<file path="src/common/dio_pkg.sv">
package dio_pkg;
   // ==========================================================
   // Geometry
   localparam int LINES      = 20;
   localparam int ADDR_W     = 8;
   localparam int DATA_W     = 32;
   localparam int DEB_W      = 16;
   // ==========================================================
   // Register offsets (byte addresses)
   localparam logic [7:0] OFS_DRIVE_ENABLE = 8'h00;
   localparam logic [7:0] OFS_DRIVE_VALUE  = 8'h04;
   localparam logic [7:0] OFS_PIN_LEVEL    = 8'h08;
   localparam logic [7:0] OFS_PULL_SELECT  = 8'h0C;
   localparam logic [7:0] OFS_DEBOUNCE     = 8'h10;
   localparam logic [7:0] OFS_EDGE_ENABLE  = 8'h14;
   localparam logic [7:0] OFS_EDGE_RISING  = 8'h18;
   localparam logic [7:0] OFS_IRQ_STATUS   = 8'h1C;
   localparam logic [7:0] OFS_IRQ_MASK     = 8'h20;
   // ==========================================================
   // Pull reference selector
   typedef enum logic [1:0] {
      PULL_OPEN   = 2'b00,
      PULL_UP_3V3 = 2'b01,
      PULL_UP_5V  = 2'b10,
      PULL_DOWN   = 2'b11
   } pull_sel_t;
   // ==========================================================
   // Reset values
   localparam logic [19:0]      RST_LINES    = 20'h0_0000;
   localparam logic [DEB_W-1:0] RST_DEBOUNCE = 16'h0000;
   localparam pull_sel_t        RST_PULL     = PULL_OPEN;
   // ==========================================================
   // Timing
   localparam int CLK_PERIOD_NS = 50;
   localparam int RD_LATENCY    = 1;
endpackage

</file>
<file path="src/common/level_if.sv">
interface level_if #(parameter int W = 20) ();
   logic [W-1:0] raw;
   logic [W-1:0] clean;
   logic [15:0]  limit;
   modport src (output raw, output limit, input clean);
   modport filt (input raw, input limit, output clean);
endinterface

</file>
<file path="src/hw/line_debouncer.sv">
module line_debouncer #(
   parameter int W  = 20,
   parameter int CW = 16
) (
   input  wire logic mclk_in,
   input  wire logic reset_in,
   level_if.filt     lv
);
   import dio_pkg::*;
   logic [W-1:0] stable;
   logic [W-1:0] clean;
   genvar g;
   generate
      for (g = 0; g < W; g++) begin : g_line
         logic [CW-1:0] cnt;
         // A new level must hold limit cycles before it is taken
         always_ff @(posedge mclk_in) begin
            if (reset_in) begin
               cnt       <= '0;
               stable[g] <= 1'b0;
            end else if (lv.raw[g] == stable[g]) begin
               cnt <= '0;
            end else if (cnt + 1'b1 >= lv.limit) begin
               cnt       <= '0;
               stable[g] <= lv.raw[g];
            end else begin
               cnt <= cnt + 1'b1;
            end
         end
         // Zero limit bypasses the filter entirely
         always_comb clean[g] = (lv.limit == '0) ? lv.raw[g] : stable[g];
      end
   endgenerate
   assign lv.clean = clean;
endmodule // line_debouncer

</file>
<file path="src/hw/edge_events.sv">
module edge_events #(
   parameter int W = 20
) (
   input  wire logic         mclk_in,
   input  wire logic         reset_in,
   input  wire logic [W-1:0] level_in,
   input  wire logic [W-1:0] enable_in,
   input  wire logic [W-1:0] rising_in,
   output logic      [W-1:0] event_out
);
   logic [W-1:0] prev;
   always_ff @(posedge mclk_in) begin
      if (reset_in) begin
         prev      <= '0;
         event_out <= '0;
      end else begin
         prev      <= level_in;
         // Rising selected when bit set, falling otherwise
         event_out <= enable_in & ((rising_in & level_in & ~prev) | (~rising_in & ~level_in & prev));
      end
   end
endmodule // edge_events

</file>
<file path="src/hw/digital_io_port.sv">
// Function
// - Twenty lines each have their own drive enable and drive value bits.
// - Reset clears every drive enable so all lines start as inputs.
// - One pull reference selector shared by all lines offers open, 3.3V up, 5V up and ground down.
// - The pull selector resets to open and holds it until software changes it.
// - Enable 0 leaves the driver off; enable 1 drives the value bit onto the line.
// - The receiver is always on so the pin level is readable even while driving.
// - Each line can interrupt on a rising or a falling edge.
// - One shared debounce setting applies to all inputs.
//
// Local design decisions: the register offsets and strobed register access.
module digital_io_port #(
   parameter int LINES_P = dio_pkg::LINES
) (
   input  wire logic                      mclk_in,
   input  wire logic                      reset_in,
   input  wire logic [dio_pkg::ADDR_W-1:0] addr_in,
   input  wire logic [dio_pkg::DATA_W-1:0] wdata_in,
   input  wire logic                      wr_in,
   input  wire logic                      rd_in,
   output logic      [dio_pkg::DATA_W-1:0] rdata_out,
   input  wire logic [LINES_P-1:0]        pin_in,
   output logic      [LINES_P-1:0]        pin_out,
   output logic      [LINES_P-1:0]        pin_oe_n_out,
   output logic      [1:0]                pull_sel_out,
   output logic                           irq_out
);
   import dio_pkg::*;

   // ==========================================================
   // Registers
   logic [LINES_P-1:0] line_drive_enable_bit;
   logic [LINES_P-1:0] line_drive_value_bit;
   logic [LINES_P-1:0] edge_enable;
   logic [LINES_P-1:0] edge_rising;
   logic [LINES_P-1:0] irq_status;
   logic [LINES_P-1:0] irq_mask;
   logic [DEB_W-1:0]   debounce;
   pull_sel_t          pull_sel;
   logic [LINES_P-1:0] events;
   logic [LINES_P-1:0] clean_level;
   logic [DATA_W-1:0]  next_rdata;

   level_if #(.W(LINES_P)) lv ();
   assign lv.raw   = pin_in;
   assign lv.limit = debounce;
   assign clean_level = lv.clean;

   line_debouncer #(.W(LINES_P), .CW(DEB_W)) u_deb (
      .mclk_in  (mclk_in),
      .reset_in (reset_in),
      .lv       (lv)
   );

   edge_events #(.W(LINES_P)) u_edge (
      .mclk_in   (mclk_in),
      .reset_in  (reset_in),
      .level_in  (clean_level),
      .enable_in (edge_enable),
      .rising_in (edge_rising),
      .event_out (events)
   );

   // ==========================================================
   // Line drive control
   always_ff @(posedge mclk_in) begin
      if (reset_in) begin
         line_drive_enable_bit <= RST_LINES;
         line_drive_value_bit  <= RST_LINES;
      end else if (wr_in) begin
         if (addr_in == OFS_DRIVE_ENABLE)
            line_drive_enable_bit <= wdata_in[LINES_P-1:0];
         if (addr_in == OFS_DRIVE_VALUE)
            line_drive_value_bit <= wdata_in[LINES_P-1:0];
      end
   end

   // Pins registered so outputs come from flops; one cycle of drive lag
   always_ff @(posedge mclk_in) begin
      if (reset_in) begin
         pin_oe_n_out <= ~RST_LINES;
         pin_out      <= RST_LINES;
      end else begin
         pin_oe_n_out <= ~line_drive_enable_bit;
         pin_out      <= line_drive_value_bit & line_drive_enable_bit;
      end
   end

   // ==========================================================
   // Shared configuration
   always_ff @(posedge mclk_in) begin
      if (reset_in) begin
         pull_sel <= RST_PULL;
         debounce <= RST_DEBOUNCE;
      end else if (wr_in) begin
         if (addr_in == OFS_PULL_SELECT)
            pull_sel <= pull_sel_t'(wdata_in[1:0]);
         if (addr_in == OFS_DEBOUNCE)
            debounce <= wdata_in[DEB_W-1:0];
      end
   end

   always_ff @(posedge mclk_in) begin
      if (reset_in)
         pull_sel_out <= RST_PULL;
      else
         pull_sel_out <= pull_sel;
   end

   always_ff @(posedge mclk_in) begin
      if (reset_in) begin
         edge_enable <= RST_LINES;
         edge_rising <= RST_LINES;
         irq_mask    <= RST_LINES;
      end else if (wr_in) begin
         if (addr_in == OFS_EDGE_ENABLE)
            edge_enable <= wdata_in[LINES_P-1:0];
         if (addr_in == OFS_EDGE_RISING)
            edge_rising <= wdata_in[LINES_P-1:0];
         if (addr_in == OFS_IRQ_MASK)
            irq_mask <= wdata_in[LINES_P-1:0];
      end
   end

   // ==========================================================
   // Interrupt status: a new event beats a same-cycle clear
   always_ff @(posedge mclk_in) begin
      if (reset_in)
         irq_status <= RST_LINES;
      else if (wr_in && addr_in == OFS_IRQ_STATUS)
         irq_status <= (irq_status & ~wdata_in[LINES_P-1:0]) | events;
      else
         irq_status <= irq_status | events;
   end

   always_ff @(posedge mclk_in) begin
      if (reset_in)
         irq_out <= 1'b0;
      else
         irq_out <= |(irq_status & irq_mask);
   end

   // ==========================================================
   // Register read; unmapped offsets read zero
   always_comb begin
      next_rdata = '0;
      case (addr_in)
         OFS_DRIVE_ENABLE: next_rdata[LINES_P-1:0] = line_drive_enable_bit;
         OFS_DRIVE_VALUE:  next_rdata[LINES_P-1:0] = line_drive_value_bit;
         OFS_PIN_LEVEL:    next_rdata[LINES_P-1:0] = pin_in;
         OFS_PULL_SELECT:  next_rdata[1:0]         = pull_sel;
         OFS_DEBOUNCE:     next_rdata[DEB_W-1:0]   = debounce;
         OFS_EDGE_ENABLE:  next_rdata[LINES_P-1:0] = edge_enable;
         OFS_EDGE_RISING:  next_rdata[LINES_P-1:0] = edge_rising;
         OFS_IRQ_STATUS:   next_rdata[LINES_P-1:0] = irq_status;
         OFS_IRQ_MASK:     next_rdata[LINES_P-1:0] = irq_mask;
         default:          next_rdata = '0;
      endcase
   end

   // Data stand only in the cycle after the strobe
   always_ff @(posedge mclk_in) begin
      if (reset_in)
         rdata_out <= '0;
      else if (rd_in)
         rdata_out <= next_rdata;
      else
         rdata_out <= '0;
   end
endmodule // digital_io_port

</file>
<file path="config.mk">
export PLATFORM = sky130hd
export DESIGN_NAME = digital_io_port
export DESIGN_NICKNAME = d
export VERILOG_FILES = /design/src/common/dio_pkg.sv /design/src/common/level_if.sv /design/src/hw/line_debouncer.sv /design/src/hw/edge_events.sv /design/src/hw/digital_io_port.sv
export SDC_FILE = /design/constraint.sdc
export NUM_CORES = 1
export LEC_CHECK = 0
export BUFFER_PORTS_ARGS = -buffer_cell sky130_fd_sc_hd__buf_2
export CAP_MARGIN = 20
export CORE_MARGIN = 3
export CORE_UTILIZATION = 35
export CTS_BUF_LIST = sky130_fd_sc_hd__clkbuf_8
export CTS_CLUSTER_DIAMETER = 40
export DETAILED_ROUTE_END_ITERATION = 8
export PLACE_DENSITY = 0.52
export SYNTH_ARGS = -nofsm -noshare
export SYNTH_HDL_FRONTEND = slang
export SYNTH_SLANG_ARGS = --single-unit
</file>
<file path="constraint.sdc">
create_clock -name mclk_in -period 2.65 [get_ports mclk_in]
set_input_delay 0.53 -clock mclk_in [delete_from_list [all_inputs] [get_ports mclk_in]]
set_output_delay 0.53 -clock mclk_in [all_outputs]
set_load 0.02 [all_outputs]
</file>
# Word level (Yosys, flattened, before mapping)
# Index checks and enable logic that the tools add are counted.
totals:
  rom_bits: 0
  ff_bits: 593
  mem_bits_rw: 0
  wordCells: 237
  latch_bits: 0
  out_inout_bits: 75
  input_bits: 64
  n_memories: 0
op_classes:
  n_eq_ne: 28
  n_addsub: 20
  shift: 0
  div_mod_pow: 0
  mul: 0
  n_lt_le_gt_ge: 20
  n_bitwise: 37
  muxes: 24
  n_reduce_logical: 52
ops:
  columns: ["cell", "n"]
  rows:
  - ["16-bit by 1-bit adder with 16-bit output (second input constant)", 20]
  - ["16-bit >= comparator", 20]
  - ["20-bit AND", 8]
  - ["14-bit case mux with 8 select lines", 1]
  - ["20-bit NOT", 5]
  - ["20-bit OR", 3]
  - ["3-bit OR reduction", 20]
  - ["2-bit AND reduction", 27]
  - ["8-bit by 5-bit equality test with 1-bit output (second input constant)", 4]
  - ["4-bit case mux with 7 select lines", 1]
  - ["1-bit NOT", 21]
  - ["1-bit equality test", 20]
  - ["1-bit 2-to-1 mux", 20]
  - ["20-bit 2-to-1 mux", 1]
  - ["20-bit OR reduction", 1]
  - ["2-bit case mux with 9 select lines", 1]
  - ["8-bit by 4-bit equality test with 1-bit output (second input constant)", 2]
  - ["16-bit zero test", 1]
  - ["8-bit by 3-bit equality test with 1-bit output (second input constant)", 1]
  - ["8-bit by 6-bit equality test with 1-bit output (second input constant)", 1]
  - ["8-bit zero test", 1]
  - ["2-bit OR reduction", 1]
  - ["1-bit logical AND", 1]

# Logic depth before layout (Yosys ltp)
# Gate-level depths: netlist of the first run.
depth:
  depth_word: 7
  depth_mapped: 12
  ltp_nobuf: 11

# By module
# Synthesis of the first run repeated with hierarchy kept, for this count alone.
unflattened:
  hier_cells: 3524
  area_unflattened_um2: 31514.0
by_module_without_submodules:
  columns: ["mod", "area_each_um2", "instances", "seq_area_each_um2", "cells_each"]
  rows:
  - ["line_debouncer", 21753.4, 1, 6806.5, 2416]
  - ["digital_io_port", 8262.9, 1, 4023.9, 964]
  - ["edge_events", 1497.7, 1, 800.8, 144]

# Least setup slack after synthesis of the first run
# OpenSTA, ideal clock, no wires.
synth_path:
  kind: "reg-to-reg"
  start: "reg u_deb.g_line[13].cnt[2]"
  end: "reg u_deb.g_line[13].cnt[10]"
  setup_slack_ps: -185
  required_time_ps: 2519
  arrival_ps: 2704
  setup_time_ps: 131
  stages_incl_launch_ff: 11
  path_buffers: 1
  cell_sequence: "dfxtp_1 -> and3_1 -> nand3_2 -> or3_1 -> xnor2_1 -> ha_1 -> nand4_1 -> or4_1 -> o21ai_2 -> buf_2 -> nor3b_1"
synth_via:
  elab_chain_cells: 3
synth_lines:
  columns: ["element", "line", "source"]
  rows:
  - ["start, declared", "line_debouncer.sv:15", "logic [CW-1:0] cnt;"]
  - ["start signal, assigned", "line_debouncer.sv:27", "cnt <= cnt + 1'b1;"]
  - ["16-bit by 1-bit adder with 16-bit output (*)", "line_debouncer.sv:23, line_debouncer.sv:27", null]
  - ["16-bit >= comparator", "line_debouncer.sv:23", "end else if (cnt + 1'b1 >= lv.limit) begin"]
  - ["3-bit OR reduction (no source line)", null, null]
# Mark *: on every way between the ends. The rest lies on a longest branch, timed or not.
# A chain may end at the register's enable or synchronous reset.

# Final worst setup path of the first run
layout_path:
  start: "reg u_deb.g_line[3].cnt[3]"
  end: "reg u_deb.g_line[3].cnt[3]"
layout_via:
  elab_chain_cells: 3
layout_lines:
  columns: ["element", "line"]
  rows:
  - ["start, declared", "line_debouncer.sv:15"]
  - ["start signal, assigned", "line_debouncer.sv:27"]
  - ["16-bit by 1-bit adder with 16-bit output (*)", "line_debouncer.sv:23, line_debouncer.sv:27"]
  - ["16-bit >= comparator", "line_debouncer.sv:23"]
  - ["3-bit OR reduction (no source line)", null]
# Marks and branches as above.

==> metrics.txt, run 1 <==
Synth-to-Final Area Change=34.22%; Post-DRT Antenna Nets=0; failing checks=negative setup slack; CTS buffer count=117; yosys warns=0; Die W=307.4 microns; clk sink count=581; Hold WC Path Type=in2reg; first-iteration detailed-routing DRC count=1,630; max-cap violations=0; Final Net Count=4,466; Hold Path Depth=3; Final period util=1.052; Global Route met2 Usage=0.3222; Remaining DRCs=0; io pins=139; Peak VDD IR=0.4422 mV; Rows=109; worst-path fanout max=8; sequential area share after synthesis=0.3659; Worst slew margin=0.2116; I/O Buffers=114; pin count of the biggest net entering global routing=75; first-pass GRT wire length=150,100 microns; static leakage=17.59 nW; Vias/cell=5.153; gr usage total=0.1991; vias in the first global route=26,655; reg2reg path depth=12; CP Capture Type=register; WL final=98,480 microns; Cell Pwr Density=462.2 nW/um^2; Setup TNS Final=-7.040 ns; die area=94,490 sq um; EDFF count, synth=0; final core occ=0.4784; gr ovfl total=0; busiest grt layer=met2; Mapped Cells=3,505; Critical Path AT=3.44 ns; crit start category=register; Filler cells=8,510; crit path kind=reg2reg; Tmin final=2.788 ns; Worst-Margin Slew=1.178 ns; Clock transition at path regs=0.06 ns; reg2reg start=u_deb.g_line[3].cnt[3]; hold buffer count at cts=0; htree depth=3; layout cells sized above 1=0.3377; Setup WS post-layout=-0.1377 ns; clock skew=0.04110 ns; die height=307.4 microns; initial antenna violation count=2; Skew-Pair Late Insertion Delay=0.75 ns; Async S/R FF share, synth=0; Post-Syn Area per Cell=9.070 sq um; Core Area=89,190 sq um; crit path launch=u_deb.g_line[3].cnt[3]; Initial Utilization=0.3564; Yosys reg bits=581; status=complete, but fails checks; 1st-pass router iterations=6; max frequency=358.7 MHz; grt met1 use=0.2734; commonest non-fill, non-tap cell in the layout=dfxtp_1; Final Hold Vio Count=0; Synth cell types=77; post-route insts no fill=5,321; CTS Buffer Depth=3; final setup violation count=116; Most used DFF post-synth=dfxtp_1; most frequent cells in the layout=dfxtp_1, buf_4, nand2_1; Routed wire per std cell=18.51 microns; RSZ-0062 raised after global routing=yes; CTS tree=built; Slew Limit Fails=0; Crit path required time=3.31 ns; Routability Congestion=0.8412; HP Start=wdata_in[17]; Vias=27,419; synthesized cell area=31,790 sq um; clk root buf=clkbuf_8; Cells after DPL=5,026; dpl hpwl=66,640 microns; M3 GR Usage=0.02627
-- state kept, by name, summed over array words and instances (netlist names), 16 cells and up --
register and count:
pin_out 20, line_drive_value_bit 20, line_drive_enable_bit 20, u_edge.event_out 20, u_deb.g_line.cnt 320, u_deb.stable 20
rdata_out 20, edge_rising 20, debounce 16, pin_oe_n_out 20, irq_status 20, u_edge.prev 20
edge_enable 20, irq_mask 20
-- routing by layer --
| metal | up-vias | share of wire |
|---|---|---|
| met4 | 0 | 0.031 |
| li1 | 13661 | - |
| met5 | - | 0 |
| met3 | 184 | 0.042 |
| met2 | 614 | 0.45 |
| met1 | 12960 | 0.47 |
-- critical path, cell delays in order, from the launching register on --
cell and delay [ns]:
dfxtp_2 0.34, and4_1 0.22, nand4_1 0.12, buf_6 0.16, nor2_4 0.12, xnor2_2 0.08, ha_1 0.31, a21o_1 0.16
a21o_1 0.19, a2111oi_4 0.42, nand4_2 0.26, buf_12 0.22, nor2b_1 0.12
-- path summary, 6_finish.rpt --
| check | to | slack [ns] |
|---|---|---|
| max reg2reg | u_deb.g_line[3].cnt[3] | -0.14 |
| min reg2reg | irq_status[15] | 0.43 |
| max | u_deb.g_line[3].cnt[3] | -0.14 |
| min | edge_rising[17] | 0.10 |
-- synthesized netlist by cell type (20+ instances only) --
cell | instances | area, sq um
mux2i_1 | 89 | 890.9
nand4_1 | 81 | 506.7
xnor2_1 | 189 | 1655
and4_1 | 41 | 359.1
xor2_1 | 111 | 972.2
nor3_1 | 61 | 305.3
a221oi_1 | 21 | 183.9
nor2_1 | 200 | 750.7
dfxtp_1 | 581 | 11630
o21ai_0 | 50 | 250.2
inv_1 | 82 | 307.8
ha_1 | 340 | 4254
nor4_1 | 26 | 162.7
buf_2 | 44 | 220.2
nor3b_1 | 192 | 1441
or3b_2 | 20 | 175.2
a21oi_1 | 250 | 1251
nand2_1 | 354 | 1329
clkbuf_1 | 68 | 255.2
nor2b_1 | 45 | 281.5
and3_1 | 105 | 656.9
nand2b_1 | 117 | 732.0
nand3_1 | 174 | 870.8
nand3b_1 | 23 | 172.7
-- power breakdown --
part	internal [mW]	total, mW	switching (mW)
combinational	0.280	0.866	0.586
sequential	8.77	8.81	0.0345
clock	5.82	10.1	4.23
total	14.9	19.7	4.85
-- layout make-up --
cell class	count	area (sq um)	area share
clock inverter	67	596.8	0.01399
sequential	581	11790	0.2762
inverter	82	310.3	0.007272
multi-input combinational	2708	21860	0.5123
timing repair buffer	572	4674	0.1095
clock buffer	144	1982	0.04645
tap	1165	1458	0.03416
antenna	2	5.005	0.0001173
-- through the flow --
stage	setup WS (ns)	cell area [sq um]	power, mW	hold WS (ns)
floorplan	0.004839	31910	9.418	0.4025
global placement	-0.1841	36460	9.766	0.4162
detailed placement	-0.1926	36460	9.768	0.4239
CTS	-0.09795	39860	19.91	0.03964
global route	-0.2762	42670	20.44	0.07450
finish	-0.1377	42670	19.72	0.1047
-- logic make-up after synthesis --
| logic type | synth area share |
|---|---|
| AOI/OAI and AO/OA | 0.09678 |
| xor gates and xnor gates | 0.08265 |
| adders and majority gates | 0.1338 |
| buffers and inverters | 0.03148 |
| DFF | 0.3659 |
| muxes | 0.03298 |
| other | 0.0001180 |
| and+or+nand+nor | 0.2563 |
-- timing repair --
action	in CTS	in global routing
pin swaps	102	270
resized for setup	149	535
gates cloned	2	12
setup buffers	19	52
endpoints found under the setup margin	293	340
(Power assumes the default switching activity.)
==> inputs of run 2 (changes only) <==
- CORE_UTILIZATION: 35 -> 58
- PLACE_DENSITY: 0.52 -> 0.79
==> run 2 against run 1 <==
The run still ends with negative setup slack left. Non-clock buffer count fell by 83. Flip-flop and latch count unchanged. Routed wire length rose by 8.0%. Power down 7.6%. Hold slack improved by 0.039 ns. Die area fell by 39%. Utilization is 28 points higher. Critical path depth is 1 higher. Register-to-register slack worse by 0.21 ns. Cell count shrank 11%. Critical endpoint is now u_deb.g_line[3].cnt[13].
==> metrics.txt, run 2 (synthesis results as in run 1) <==
Worst-Margin Slew=1.055 ns (was 1.178 ns); clk sink count=581 (unchanged); Post-DRT Antenna Nets=0 (unchanged); crit path kind=reg2reg (unchanged); first-pass GRT wire length=141,800 microns (was 150,100 microns); Hold WC Path Type=in2reg (unchanged); layout cells sized above 1=0.3021 (was 0.3377); Area after DPL=35,310 sq um (was 36,460 sq um); pin count of the biggest net entering global routing=98 (was 75); dpl hpwl=59,290 microns (was 66,640 microns); Crit path required time=3.27 ns (was 3.31 ns); WL final=106,300 microns (was 98,480 microns); Routed wire per std cell=22.47 microns (was 18.51 microns); sequence of cells on the critical path=and4_1 -> buf_4 -> and3_4 -> nand3_1 -> xnor2_1 -> ha_1 -> nand4_1 -> buf_4 -> nor3_2 -> a2111oi_4 -> nand4_4 -> buf_12 -> nor2b_1 (was and4_1 -> nand4_1 -> buf_6 -> nor2_4 -> xnor2_2 -> ha_1 -> a21o_1 -> a21o_1 -> a2111oi_4 -> nand4_2 -> buf_12 -> nor2b_1); Worst path slowest cell=xnor2_1 (was a2111oi_4); power share of the combinational group=0.045 (was 0.044); max-cap violations=0 (unchanged); Slew Limit Fails=0 (unchanged); first-iteration detailed-routing DRC count=3,358 (was 1,630); max reg flops=320 (unchanged); 1st-pass router iterations=8 (was 6); commonest non-fill, non-tap cell in the layout=dfxtp_1 (unchanged); Metal-1 WL=39,470 microns (was 46,620 microns); hold buffer count at cts=0 (unchanged); HP Start=pin_in[14] (was wdata_in[17]); die height=240.1 microns (was 307.4 microns); max incr delay on CP=0.34 ns (was 0.42 ns); gr ovfl total=0 (unchanged); gr usage total=0.3028 (was 0.1991); CTS buffer count=95 (was 117); initial antenna violation count=6 (was 2); Top delay family on crit path=simple AND/OR/NAND/NOR gates (unchanged); CP Capture Type=register (unchanged); Rows=85 (was 109); Clock transition at path regs=0.07 ns (was 0.06 ns); Core Area=54,030 sq um (was 89,190 sq um); RSZ-0062 raised after global routing=yes (unchanged); Biggest register=u_deb.g_line.cnt (unchanged); Peak VDD IR=0.4381 mV (was 0.4422 mV); Hold WS=0.1440 ns (was 0.1047 ns); crit path launch=u_deb.g_line[3].cnt[3] (unchanged); final setup violation count=256 (was 116); Final Net Count=4,365 (was 4,466); footprint of the multi-input gates=21,700 sq um (was 21,860 sq um); crit start category=register (unchanged); most frequent CP cell=buf_4 (was a21o_1); Die W=240.1 microns (was 307.4 microns); Final Hold Vio Count=0 (unchanged); Worst slew margin=0.2969 (was 0.2116); Skew-Pair Late Insertion Delay=0.72 ns (was 0.75 ns); Cell Int Power=13.79 mW (was 14.87 mW); die area=57,660 sq um (was 94,490 sq um); failing checks=negative setup slack (unchanged); final instance area=40,760 sq um (was 42,670 sq um); max frequency=333.7 MHz (was 358.7 MHz); static leakage=16.97 nW (was 17.59 nW); clock skew=0.04396 ns (was 0.04110 ns); status=complete, but fails checks (unchanged); clk root buf=clkbuf_8 (unchanged); vias in the first global route=27,666 (was 26,655); Setup WS post-layout=-0.3464 ns (was -0.1377 ns); final core occ=0.7545 (was 0.4784); Remaining DRCs=0 (unchanged); Synth-to-Final Area Change=28.22% (was 34.22%); switch share=0.2436 (was 0.2461); reg2reg start=u_deb.g_line[3].cnt[3] (unchanged); Routability Congestion=0.9345 (was 0.8412); Max Used Layer=met5 (was met4); Tmin final=2.996 ns (was 2.788 ns); Critical Path AT=3.62 ns (was 3.44 ns); io pins=139 (unchanged); sequential fraction of design power=0.483 (was 0.447); DR WL met2=47,970 microns (was 44,680 microns); Initial Utilization=0.5884 (was 0.3564); Clock Power Share=0.472 (was 0.510); Psw=4.441 mW (was 4.853 mW); I/O Buffers=114 (unchanged); most frequent cells in the layout=dfxtp_1, nand2_1, ha_1 (was dfxtp_1, buf_4, nand2_1); Vias/cell=6.472 (was 5.153); Vias=30,619 (was 27,419); Final period util=1.131 (was 1.052); pre-CTS setup slack=-0.2663 ns (was -0.1926 ns); Filler cells=3,131 (was 8,510); htree depth=3 (unchanged); Buf+Inv Stages, Crit Path=3 (was 2); worst-path fanout max=8 (unchanged); met3 routed WL=11,230 microns (was 4150 microns); CTS Buffer Depth=3 (unchanged); Cell Pwr Density=447.2 nW/um^2 (was 462.2 nW/um^2); CTS tree=built (unchanged); Setup TNS Final=-38.03 ns (was -7.040 ns); register area=11,810 sq um (was 11,790 sq um)
## run 2: power groups by stage
stage | logic (mW) | clock network, mW | registers [mW]
2_1_floorplan | 0.426 | 0 | 8.99
3_3_place_gp | 0.692 | 0 | 9.00
3_5_place_dp | 0.701 | 0 | 9.00
4_1_cts | 0.719 | 8.55 | 8.81
5_1_grt | 0.861 | 9.03 | 8.80
6_report | 0.827 | 8.60 | 8.80
## run 2: what timing repair did
| item | in CTS | in global routing |
|---|---|---|
| gates cloned | 5 | 8 |
| pin swaps | 48 | 240 |
| endpoints found under the setup margin | 271 | 340 |
| setup buffers | 17 | 52 |
| resized for setup | 116 | 517 |
## run 2: worst reg2reg max path, cell delays in order, from the launching register on
cell       delay (ns)
dfxtp_2          0.32
and4_1           0.22
buf_4            0.13
and3_4           0.21
nand3_1          0.14
xnor2_1          0.34
ha_1             0.31
nand4_1          0.18
buf_4            0.15
nor3_2           0.04
a2111oi_4        0.31
nand4_4          0.19
buf_12           0.19
nor2b_1          0.17
## run 2: worst paths after layout
kind	end	slack, ns	cells after the start
min reg2reg	irq_status[8]	0.44	2
max reg2reg	u_deb.g_line[3].cnt[13]	-0.35	13
min	u_deb.stable[14]	0.14	3
max	u_deb.g_line[3].cnt[13]	-0.35	13
## run 2: cell type report
cell class / instances / area share
clock inverter: 40 / 0.007704
multi-input combinational: 2712 / 0.5323
inverter: 82 / 0.007551
tap: 696 / 0.02136
antenna: 3 / 0.0001842
sequential: 581 / 0.2896
clock buffer: 128 / 0.04322
timing repair buffer: 489 / 0.09801
## run 2: routing by layer
metal / global-route usage / vias up
li1: - / 13456
met5: 0 / -
met3: 0.04967 / 677
met1: 0.3928 / 14460
met2: 0.4986 / 2024
met4: 0.1341 / 2
## run 2: through the flow
step | cells | total power [mW]
floorplan | 3516 | 9.418
global placement | 4478 | 9.692
detailed placement | 4478 | 9.703
CTS | 4668 | 18.08
global route | 4730 | 18.69
finish | 4731 | 18.23
